File: src/iop_pkg.sv
// Package of constants, codes and carrier types for the I/O ring port event counters
`default_nettype none
package iop_pkg;
    // ************************************************************
    // Widths, counts, limits and reset value
    // ************************************************************
    localparam int CTR_W = 48;
    localparam int NUM_CTRS = 2;
    localparam int INC_W = 6;
    localparam int OCC_W = 5;
    localparam int OUT_OCC_W = 6;
    localparam int SRC_W = 5;
    localparam logic [OCC_W-1:0] BULK_OCC_MAX = 5'h18;
    localparam logic [CTR_W-1:0] CTR_RESET = 48'h000000000000;
    // ************************************************************
    // Event codes
    // ************************************************************
    localparam logic [7:0] EV_PORT_CYCLE = 8'h00;
    localparam logic [7:0] EV_BULK_ALLOC = 8'h03;
    localparam logic [7:0] EV_BULK_OCC = 8'h09;
    localparam logic [7:0] EV_OUT_OCC = 8'h0D;
    localparam logic [7:0] EV_OUT_BYPASS = 8'h0E;
    localparam logic [7:0] EV_OUT_STD = 8'h0F;
    localparam logic [7:0] EV_TXN = 8'h16;
    localparam logic [7:0] EV_SNOOP = 8'h17;
    localparam logic [7:0] EV_ADDR_STALL = 8'h18;
    localparam logic [7:0] EV_BULK_STALL = 8'h19;
    // ************************************************************
    // Unit mask field positions
    // ************************************************************
    localparam int SNP_OUTCOME_LSB = 0;
    localparam int SNP_TYPE_LSB = 4;
    localparam int TXN_TYPE_LSB = 0;
    localparam int TXN_SOURCE_SELECT_BIT = 7;
    // ************************************************************
    // Types
    // ************************************************************
    typedef enum logic [1:0] {
        SNP_MISS, SNP_HIT_INVALID, SNP_HIT_EXCL_SHARED, SNP_HIT_MODIFIED
    } iop_snoop_outcome_type;
    typedef enum logic [1:0] {
        SNP_TYPE_CODE, SNP_TYPE_DATA, SNP_TYPE_INVALIDATE
    } iop_snoop_kind_type;
    typedef enum logic [2:0] {
        TXN_READ, TXN_WRITE, TXN_READ_PREFETCH, TXN_WRITE_PREFETCH, TXN_ATOMIC, TXN_OTHER
    } iop_txn_kind_type;
    typedef struct packed {
        logic en;
        logic [7:0] ev_sel;
        logic [7:0] umask;
    } iop_ctl_type;
    typedef struct packed {
        logic bulk_ingress_std_alloc;
        logic [OCC_W-1:0] bulk_ingress_std_occupancy;
        logic snoop_valid;
        iop_snoop_outcome_type snoop_outcome;
        iop_snoop_kind_type snoop_kind;
        logic txn_valid;
        iop_txn_kind_type txn_kind;
        logic [SRC_W-1:0] txn_source;
        logic addr_egress_credit_stall;
        logic bulk_egress_credit_stall;
        logic outbound_req_bypass_class;
        logic outbound_req_std_class;
        logic [OUT_OCC_W-1:0] outbound_req_occupancy;
    } iop_events_type;
    typedef struct packed {
        logic [NUM_CTRS-1:0][CTR_W-1:0] count;
    } iop_state_type;
endpackage
`default_nettype wire

File: src/iop_event_select.sv
// Event selection and qualification for one counter
`timescale 1ns/1ps
`default_nettype none
module iop_event_select (
    input wire iop_pkg::iop_ctl_type i_ctl,
    input wire iop_pkg::iop_events_type i_events,
    input wire logic [iop_pkg::SRC_W-1:0] i_source_filter,
    output logic [iop_pkg::INC_W-1:0] o_inc
);
    // ************************************************************
    // Helpers
    // ************************************************************
    function automatic logic [iop_pkg::INC_W-1:0] one_if(input logic cond);
        one_if = cond ? 6'h01 : 6'h00;
    endfunction

    logic snoop_hit;
    logic txn_hit;
    logic [iop_pkg::OCC_W-1:0] bulk_occ;

    always_comb begin
        // Outcome bit and kind bit must both be set, else nothing counts
        // Kind code 3 is unused; without this guard it would read the source select bit
        snoop_hit = i_events.snoop_valid
            && (i_events.snoop_kind <= iop_pkg::SNP_TYPE_INVALIDATE)
            && i_ctl.umask[iop_pkg::SNP_OUTCOME_LSB + int'(i_events.snoop_outcome)]
            && i_ctl.umask[iop_pkg::SNP_TYPE_LSB + int'(i_events.snoop_kind)];
        // OR over enabled kinds, a retried write is a fresh presentation and counts again
        txn_hit = i_events.txn_valid
            && (i_events.txn_kind <= iop_pkg::TXN_OTHER)
            && i_ctl.umask[iop_pkg::TXN_TYPE_LSB + int'(i_events.txn_kind)];
        if (i_ctl.umask[iop_pkg::TXN_SOURCE_SELECT_BIT]) begin
            txn_hit = txn_hit && (i_events.txn_source == i_source_filter);
        end
        // Clamp guards against an out-of-range occupancy from the queue
        bulk_occ = (i_events.bulk_ingress_std_occupancy > iop_pkg::BULK_OCC_MAX)
            ? iop_pkg::BULK_OCC_MAX : i_events.bulk_ingress_std_occupancy;
        unique case (i_ctl.ev_sel)
            iop_pkg::EV_PORT_CYCLE: o_inc = 6'h01;
            iop_pkg::EV_BULK_ALLOC: o_inc = one_if(i_events.bulk_ingress_std_alloc);
            iop_pkg::EV_BULK_OCC: o_inc = {1'b0, bulk_occ};
            iop_pkg::EV_OUT_OCC: o_inc = i_events.outbound_req_occupancy;
            iop_pkg::EV_OUT_BYPASS: o_inc = one_if(i_events.outbound_req_bypass_class);
            iop_pkg::EV_OUT_STD: o_inc = one_if(i_events.outbound_req_std_class);
            iop_pkg::EV_TXN: o_inc = one_if(txn_hit);
            iop_pkg::EV_SNOOP: o_inc = one_if(snoop_hit);
            iop_pkg::EV_ADDR_STALL: o_inc = one_if(i_events.addr_egress_credit_stall);
            iop_pkg::EV_BULK_STALL: o_inc = one_if(i_events.bulk_egress_credit_stall);
            default: o_inc = 6'h00;
        endcase
    end
endmodule
`default_nettype wire

File: src/iop_counters.sv
// Two event counters of the I/O ring port with their event selection
`timescale 1ns/1ps
`default_nettype none
module iop_counters (
    input wire logic i_clk,
    input wire logic i_rst,
    input wire iop_pkg::iop_ctl_type [iop_pkg::NUM_CTRS-1:0] i_ctl,
    input wire logic [iop_pkg::SRC_W-1:0] i_source_filter,
    input wire iop_pkg::iop_events_type i_events,
    input wire logic [iop_pkg::NUM_CTRS-1:0] i_ctr_wr,
    input wire logic [iop_pkg::CTR_W-1:0] i_ctr_wdata,
    output logic [iop_pkg::NUM_CTRS-1:0][iop_pkg::CTR_W-1:0] o_count
);
    // ************************************************************
    // Event selection
    // ************************************************************
    logic [iop_pkg::NUM_CTRS-1:0][iop_pkg::INC_W-1:0] inc;

    // Only two counters are built; the port's events cannot land elsewhere
    for (genvar g = 0; g < iop_pkg::NUM_CTRS; g++) begin : g_sel
        iop_event_select u_sel (
            .i_ctl(i_ctl[g]),
            .i_events(i_events),
            .i_source_filter(i_source_filter),
            .o_inc(inc[g])
        );
    end

    // ************************************************************
    // Counter state
    // ************************************************************
    iop_pkg::iop_state_type state;
    iop_pkg::iop_state_type next_state;

    always_comb begin
        next_state = state;
        for (int k = 0; k < iop_pkg::NUM_CTRS; k++) begin
            // Software write wins over a same-cycle increment, so a preset is exact
            if (i_ctr_wr[k]) begin
                next_state.count[k] = i_ctr_wdata;
            end else if (i_ctl[k].en) begin
                next_state.count[k] = state.count[k] + iop_pkg::CTR_W'(inc[k]);
            end
        end
    end

    always_ff @(posedge i_clk) begin
        if (i_rst) begin
            for (int k = 0; k < iop_pkg::NUM_CTRS; k++) begin
                state.count[k] <= iop_pkg::CTR_RESET;
            end
        end else begin
            state <= next_state;
        end
    end

    assign o_count = state.count;

    logic [iop_pkg::INC_W-1:0] exp_occ;
    always_comb begin
        exp_occ = (i_events.bulk_ingress_std_occupancy > iop_pkg::BULK_OCC_MAX)
            ? 6'h18 : {1'b0, i_events.bulk_ingress_std_occupancy};
    end
endmodule
`default_nettype wire

File: config.mk
export PLATFORM = sky130hd
export DESIGN_NAME = iop_counters
export DESIGN_NICKNAME = d
export VERILOG_FILES = /design/src/iop_pkg.sv /design/src/iop_event_select.sv /design/src/iop_counters.sv
export SDC_FILE = /design/constraint.sdc
export NUM_CORES = 1
export LEC_CHECK = 0
export BUFFER_PORTS_ARGS = -buffer_cell sky130_fd_sc_hd__buf_2
export CELL_PAD_IN_SITES_DETAIL_PLACEMENT = 2
export CELL_PAD_IN_SITES_GLOBAL_PLACEMENT = 2
export CORE_MARGIN = 2
export CORE_UTILIZATION = 29
export CTS_BUF_LIST = sky130_fd_sc_hd__clkbuf_4
export DETAILED_ROUTE_END_ITERATION = 6
export PLACE_DENSITY = 0.8
export SYNTH_ARGS = -nofsm -noshare
export SYNTH_HDL_FRONTEND = slang
export SYNTH_SLANG_ARGS = --single-unit
File: constraint.sdc
create_clock -name i_clk -period 5.84 [get_ports i_clk]
set_clock_uncertainty 0.1 [all_clocks]
set_input_delay 1.168 -clock i_clk [delete_from_list [all_inputs] [get_ports i_clk]]
set_output_delay 1.168 -clock i_clk [all_outputs]
set_load 0.02 [all_outputs]
Yosys cells after proc, flatten, opt, wreduce, memory -nomap -nowiden --
Cells that the tools add are included.
Cells by class: add/subtract/negate cells 3, multiply operators 0, div/mod/pow operators 0, order comparisons 6, equal/unequal tests 19, shift-type cells 0, muxes and demuxes 32, bitwise operators 0, reductions and logical operators 14
Operators with widths (count):
- 48-bit 2-to-1 mux | 4
- 6-bit case mux with 10 select lines | 2
- 48-bit by 6-bit adder with 48-bit output | 2
- 8-bit by 4-bit == test with 1-bit output, second input constant | 8
- 8-bit by 5-bit == test with 1-bit output, second input constant | 8
- 32-bit by 5-bit < comparator with 1-bit output, second input constant | 1
- 1-bit 2-to-1 mux | 19
- 8-bit by 2-bit == test with 1-bit output, second input constant | 2
- 8-bit logical NOT | 2
- 1-bit binary-select mux with 3-bit select | 4
- 1-bit logical AND | 10
- 5-bit == test | 1
- 5-bit greater-than comparator, second input constant | 1
- 5-bit 2-to-1 mux | 1
- 3-bit by 2-bit adder with 4-bit output, first input constant | 1
- 1-bit binary-select mux with 2-bit select | 2
- 2-bit by 4-bit < comparator with 1-bit output, second input constant | 1
- 3-bit by 4-bit < comparator with 1-bit output, second input constant | 1
- 2-bit nonzero test | 2
- 3-bit <= comparator, second input constant | 1
- 2-bit <= comparator, second input constant | 1
Storage, ports and cells: bits in registers 96, latch bits 0, bits in writable memories 0, ROM bits 0, input bits 121, output and inout port bits 96, word-level logic and storage cells 76, memories kept 0

Depth between registers and ports, before layout --
Gate-level depths: netlist of run 1.
depth in word-level cells 10, depth in mapped cells 15, mapped depth without buffers 12

By module --
From an unflattened synthesis of run 1, not the netlist that was laid out.
Second synthesis, totals: cell total of the unflattened synthesis 859, area, all modules 6920.4 µm²
By module, submodules not included:
- iop_counters | times used 1, cells each 759, area an instance 6124.6 µm², sequential area each 1921.8 µm²
- iop_event_select | times used 2, cells each 50, area an instance 397.9 µm², sequential area each 0.0 µm²

Worst setup path before layout of run 1 --
OpenSTA, ideal clock, no wires.
kind input-to-reg, from input port i_ctl[13] (netlist name), to register state, in the netlist o_count[34], setup time 0.091 ns, arrival time 4.616 ns, data required time 5.649 ns, path slack 1.033 ns, stages 12, path buffers 1, cells stage by stage or3_1 > or4b_2 > a2111oi_0 > or4_1 > ha_1 > fa_1 > a21oi_1 > o211a_1 > or4_1 > clkbuf_2 > or4_1 > a311oi_1
On the way: cells in the longest elaborated chain, start to end 5
RTL lines:
- from (decl) | RTL line iop_counters.sv:7 | input wire iop_pkg::iop_ctl_type [iop_pkg::NUM_CTRS-1:0] i_ctl,
- 8-bit by 5-bit == test with 1-bit output, or another cell as far along | RTL line iop_event_select.sv:38 | unique case (i_ctl.ev_sel)
- 6-bit case mux with 10 select lines (*) | RTL line iop_event_select.sv:38
- 48-bit by 6-bit adder with 48-bit output (*) | RTL line iop_counters.sv:42 | next_state.count[k] = state.count[k] + iop_pkg::CTR_W'(inc[k]);
- 48-bit 2-to-1 mux (*) | RTL line iop_counters.sv:41 | end else if (i_ctl[k].en) begin
- 48-bit 2-to-1 mux (*) | RTL line iop_counters.sv:39 | if (i_ctr_wr[k]) begin
- to (signal assigned) | RTL line iop_counters.sv:53 | state <= next_state;
- to (decl) | RTL line iop_counters.sv:32 | iop_pkg::iop_state_type state;
Every way passes the cells marked *; elsewhere a longest branch is shown, timed or not. The select of a mux whose other input is x is not followed. A chain may end at the register's enable or synchronous reset.

Worst setup path after layout of run 1 --
Same ends and word-level chain as after synthesis.

==> flow_summary.yaml, run 1 <==
timing:
  period_needed_ns: 4.969
  maxSlewHeadroom_pct: 19.39
  rsz0062_at_grt: "false"
  hold_viol_final: 0
  fmax_ghz: 0.2012
  setup_viol: 0
  worstMarginPinSlew_ns: 1.198
  slew_violations: 0
  finalSetupTns_ns: 0
  post-route-period-util_pct: 85.09
hold_path:
  hold_class: "reg2reg"
  whs_path_depth: 2
status:
  status: "completed"
clock_tree:
  cts_buffers: 9
  cts_resized: 0
  cts.sinks: 96
  post-cts-setup-buffers: 0
  cts_tree: "built"
  clock_latency_ns: 0.50
  clkTransAtPathRegs_ns: 0.18
  cts_root_buf: "clkbuf_4"
  clock_path_buffers: 2
  htreeDepth: 3
  ctsHoldBuffers: 0
layout:
  area_growth_syn_to_layout_pct: 21.34
  regArea_mm2: 0.001922
  layout_common_cells: "buf_2, dfxtp_1, nor2_1, nand2_1"
  multi_input_area_mm2: 0.004486
  nets: 1172
  largest_reg_flops: 96
  fillerInstances: 2725
  layout_commonest_cell: "buf_2"
  drive_gt1_share_pct: 24.95
  instances_no_fill: 1331
route:
  drc: 0
  avgViaCountPerCell: 5.934
  wl_mm: 29.60
  drtPass1Iterations: 5
  ant_nets: 0
  drt_iter0_markers: 298
  vias: 7898
  routedWlPerCell_um: 22.24
setup_path:
  endpoint_kind: "register"
  cp.arrival_ns: 5.30
  path_class: "in2reg"
  critPathLaunchType: "input pin"
  r2r_cells: 7
  path_max_fanout: 18
  worst_ep_required_time_ns: 6.17
global_route:
  grtUsageTotal_pct: 24.29
  grt_max_degree: 78
  grt_busiest_layer: "met2"
  grt_util_met2_pct: 43.47
  grt_overflow: 0
  grt.met3_usage_pct: 5.139
  antenna_found_initial: 7
  grt_pass1_wl_mm: 46.43
  met1_usage_pct: 30.30
  grt_pass1_vias: 8088
place:
  dp_cells: 1311
  gp_congestion: 0.8246
  portBuffers: 216
  post-dp-hpwl_mm: 22.91
synth:
  ys.flop_type: "dfxtp_1"
  synth-edff-count: 0
  yosysWarnings: 0
  yosysUniqueCellTypes: 62
  async_reset_ff_share_pct: 0
  syn_inst: 858
  seq_area_frac_synth_pct: 28.63
  ys_ff_latch: 96
  avgSynthCellArea_um2: 7.824
  syn-cell-area_mm2: 0.006713
  synth_fp_nets: 993
die:
  start_util_pct: 29.56
  die_area_mm2: 0.02438
  die_w_um: 156.1
  fp-row-count: 55
  ios: 217
  coreArea_mm2: 0.02271
  die_y_um: 156.1
job:
  drv_cap: 0
pwr:
  leakage_nw: 3.130
  p_per_area_mw_per_mm2: 187.4
  ir_worst_vdd_v: 0.0001004
[kinds of logic (layout without fill, tap and decap cells)]
logic type | Yosys count | after routing | synth area share [%]
and+or+nand+nor | 360 | 360 | 29.04
other | 0 | 4 | 0
buffers and inverters | 80 | 264 | 4.548
muxes | 25 | 25 | 4.548
DFF | 96 | 96 | 28.63
AOI/OAI and AO/OA | 245 | 245 | 25.44
xor gates and xnor gates | 38 | 38 | 4.958
adders and majority gates | 14 | 14 | 2.833
[cell type report]
type / count / area share [%]
diodes: 4 / 0.1229
clock buffers: 9 / 0.8295
clock inverters: 7 / 0.8909
inverters: 24 / 1.106
multi-input cells: 682 / 55.07
flip-flops and latches: 96 / 23.59
well taps: 285 / 4.378
repair buffers: 224 / 14.01
[stage by stage]
stage          utilization (%)  hold WS [ns]  instance area, um2  worst slack [ns]  total power [mW]
2_1_floorplan                -        0.4884                6713             1.033            0.9693
3_3_place_gp             35.21        0.4172                7995            0.4848             1.136
3_5_place_dp             35.21        0.4358                7995            0.2835             1.147
4_1_cts                  35.82        0.4561                8135            0.8693             1.548
5_1_grt                  35.86        0.4846                8143            0.5678             1.611
6_report                 35.87        0.4525                8145            0.8706             1.527
[worst max-delay path: stages]
cell and delay, ns:
buf_2 0.09, or3_1 0.41, or4b_2 0.66, a2111oi_0 0.39, or4_1 0.19, ha_1 0.18
fa_1 0.24, a21oi_1 0.11, o211a_1 0.29, or4_1 0.82, or4_1 0.50, a311oi_1 0.25
[cell usage after synthesis, types with 16 or more instances]
cell type | n | area, um2
dfxtp_1 | 96 | 1922
nor2_1 | 83 | 311.6
nand2_1 | 54 | 202.7
a21oi_1 | 44 | 220.2
clkbuf_1 | 44 | 165.2
o21ai_0 | 44 | 220.2
nand3_1 | 42 | 210.2
a211oi_1 | 32 | 240.2
nand4_1 | 28 | 175.2
or4_1 | 27 | 202.7
a311oi_1 | 25 | 219.0
xnor2_1 | 25 | 219.0
inv_1 | 24 | 90.09
or3_1 | 24 | 150.1
o31ai_1 | 22 | 165.2
nor3_1 | 20 | 100.1
nor4_1 | 18 | 112.6
a31oi_1 | 17 | 106.4
mux2i_1 | 17 | 170.2
and3_1 | 16 | 100.1
[report_power, final]
group / switching, mW / internal, mW / total [mW]
logic: 0.226 / 0.135 / 0.361
clock network: 0.264 / 0.131 / 0.394
registers: 0.0699 / 0.702 / 0.772
total: 0.560 / 0.967 / 1.53
[per-layer routing]
metal  wire length [um]  part of all wire (%)  up-vias
li1                   -                     -     3688
met1              13180                    45     3984
met2              14560                    49      187
met3               1387                   4.7       31
met4                426                   1.4        8
met5                 48                  0.16        -
[path summary, 6_finish.rpt]
check,start,to,slack [ns]
max,i_ctl[13],o_count[34],0.87
max reg2reg,o_count[5],o_count[11],2.74
min,o_count[34],o_count[34],0.45
min reg2reg,o_count[34],o_count[34],0.45
(Power assumes the default switching activity.)
==> run 2, diff against run 1 <==
--- a/config.mk
+++ b/config.mk
@@ -8,10 +8,10 @@
 export BUFFER_PORTS_ARGS = -buffer_cell sky130_fd_sc_hd__buf_2
 export CELL_PAD_IN_SITES_DETAIL_PLACEMENT = 2
 export CELL_PAD_IN_SITES_GLOBAL_PLACEMENT = 2
-export CORE_MARGIN = 2
 export CORE_UTILIZATION = 29
 export CTS_BUF_LIST = sky130_fd_sc_hd__clkbuf_4
 export DETAILED_ROUTE_END_ITERATION = 6
+export GPL_TIMING_DRIVEN = 0
 export PLACE_DENSITY = 0.8
 export SYNTH_ARGS = -nofsm -noshare
 export SYNTH_HDL_FRONTEND = slang
==> constraint.sdc (replaced) <==
create_clock -name i_clk -period 5.84 [get_ports i_clk]
set_clock_uncertainty 0.1 [all_clocks]
set_input_delay 0.876 -clock i_clk [delete_from_list [all_inputs] [get_ports i_clk]]
set_output_delay 0.876 -clock i_clk [all_outputs]
set_load 0.02 [all_outputs]
==> run 2 against run 1 <==
Effect of this change:
- sequential power hardly changed
- core utilization is 0.94 points higher
- power is 7.9% higher
- first-iteration DRC count is 38% higher
- via count is 5.3% higher
- cell count is 3.3% higher
- routed wire length is 9.8% higher
- hold slack better by 0.0087 ns
- count of clock-buffer cells in the layout is 1 higher
- die area is 2.5% lower
- sequential cell count stayed put
- combinational power is 5.8% higher
- critical path type unchanged
==> flow_summary.yaml, run 2 (synthesized netlist as in run 1, its figures left out) <==
setup_path:
  worst_ep_required_time_ns: 6.14
  cp.arrival_ns: 5.05
  crit_top_cell: "clkbuf_1"
  endpoint_kind: "register"
  r2r_start: "o_count[2]"
  critical_path.max_stage_delay_ns: 0.67
  path_cells: "buf_2, or3_1, or4b_2, a2111oi_0, or4_1, ha_1, nand3_1, a211oi_1, o21ai_1, clkbuf_1, clkbuf_1, o31ai_1, a311oi_1"
  cp_slowest_cell: "or4b_2"
  path_max_fanout: 10
  critPathLaunchType: "input pin"
  r2r_cells: 8
  startpoint: "i_ctl[13]"
  path_class: "in2reg"
die:
  die_w_um: 154.1
  fp-row-count: 55
  start_util_pct: 29.65
  ios: 217
  die_y_um: 154.1
  coreArea_mm2: 0.02264
  die_area_mm2: 0.02376
hold_path:
  whs_path_depth: 2
  hp-start: "o_count[34]"
  hold_class: "reg2reg"
timing:
  maxSlewHeadroom_pct: 26.58
  setup_viol: 0
  period_needed_ns: 4.752
  worstMarginPinSlew_ns: 1.091
  slew_violations: 0
  rsz0062_at_grt: "false"
  finalSetupTns_ns: 0
  post-route-period-util_pct: 81.37
  fmax_ghz: 0.2104
  hold_viol_final: 0
layout:
  drive_gt1_share_pct: 23.18
  fin_util_pct: 36.81
  nets: 1217
  area_growth_syn_to_layout_pct: 24.14
  largest_reg_flops: 96
  layout_common_cells: "buf_2, dfxtp_1, nor2_1, nand2_1"
  layout_commonest_cell: "buf_2"
clock_tree:
  clock_path_buffers: 2
  cts_root_buf: "clkbuf_4"
  clock_latency_ns: 0.51
  cts_resized: 0
  post-cts-setup-buffers: 0
  clkTransAtPathRegs_ns: 0.19
  cts.sinks: 96
  cts_buffers: 9
  htreeDepth: 3
  ctsHoldBuffers: 0
  cts_tree: "built"
global_route:
  grtUsageTotal_pct: 27.07
  grt_pass1_wl_mm: 49.29
  antenna_found_initial: 4
  grt_max_degree: 17
  grt_pass1_vias: 8610
  grt_overflow: 0
place:
  post-dp-hpwl_mm: 25.86
  gp_congestion: 0.8844
  portBuffers: 213
route:
  avgViaCountPerCell: 6.047
  vias: 8314
  drt_iter0_markers: 412
  wl_mm: 32.49
  routedWlPerCell_um: 23.63
  drtPass1Iterations: 5
  drc: 0
  ant_nets: 0
job:
  drv_cap: 0
status:
  status: "completed"
pwr:
  leakage_nw: 3.181
  ir_worst_vdd_v: 0.00008056
  p_per_area_mw_per_mm2: 197.6
## run 2: report_power, final
group,switching [mW],internal (mW),total [mW],leakage [nW]
clock network,0.270,0.224,0.494,0.0976
logic,0.243,0.138,0.382,2.29
registers,0.0691,0.702,0.771,0.798
total,0.583,1.06,1.65,3.18
## run 2: worst paths after layout
path                 end  slack (ns)
max          o_count[35]        1.09
max reg2reg  o_count[19]        2.58
min reg2reg  o_count[34]        0.46
min          o_count[34]        0.46
## run 2: cell type report
class / instances / area, um2
antenna: 3 / 7.507
buffer: 56 / 215.2
clock buffer: 10 / 75.07
clock inverter: 6 / 115.1
fill: 2712 / 14310
inverter: 24 / 90.09
multi-input combinational: 682 / 4486
sequential: 96 / 1922
tap: 285 / 356.6
timing repair buffer: 213 / 1066
## run 2: routing by layer
layer	global-route usage (%)	vias up	wire length, um
met5	0	-	27
met4	10.52	4	1094
met1	33.85	4174	14230
li1	-	3785	-
met2	45.45	287	15220
met3	5.552	64	1916
## run 2: worst max-delay path: cells and delay by family
family / cells / cell delay, ns
adders and majority gates: 1 / 0.20
buffers and inverters: 3 / 0.74
and+or+nand+nor: 4 / 1.47
AOI/OAI and AO/OA: 5 / 1.77
## run 2: through the flow
stage	instance area [um2]	hold slack [ns]	setup WS [ns]	power, mW	std cells
floorplan	6713	0.4884	1.325	0.9693	858
finish	8333	0.4612	1.088	1.647	1375
global placement	8135	0.4145	0.5566	1.150	1356
CTS	8325	0.4619	1.181	1.653	1372
global route	8330	0.4843	0.7956	1.717	1374
detailed placement	8135	0.4389	0.6183	1.162	1356
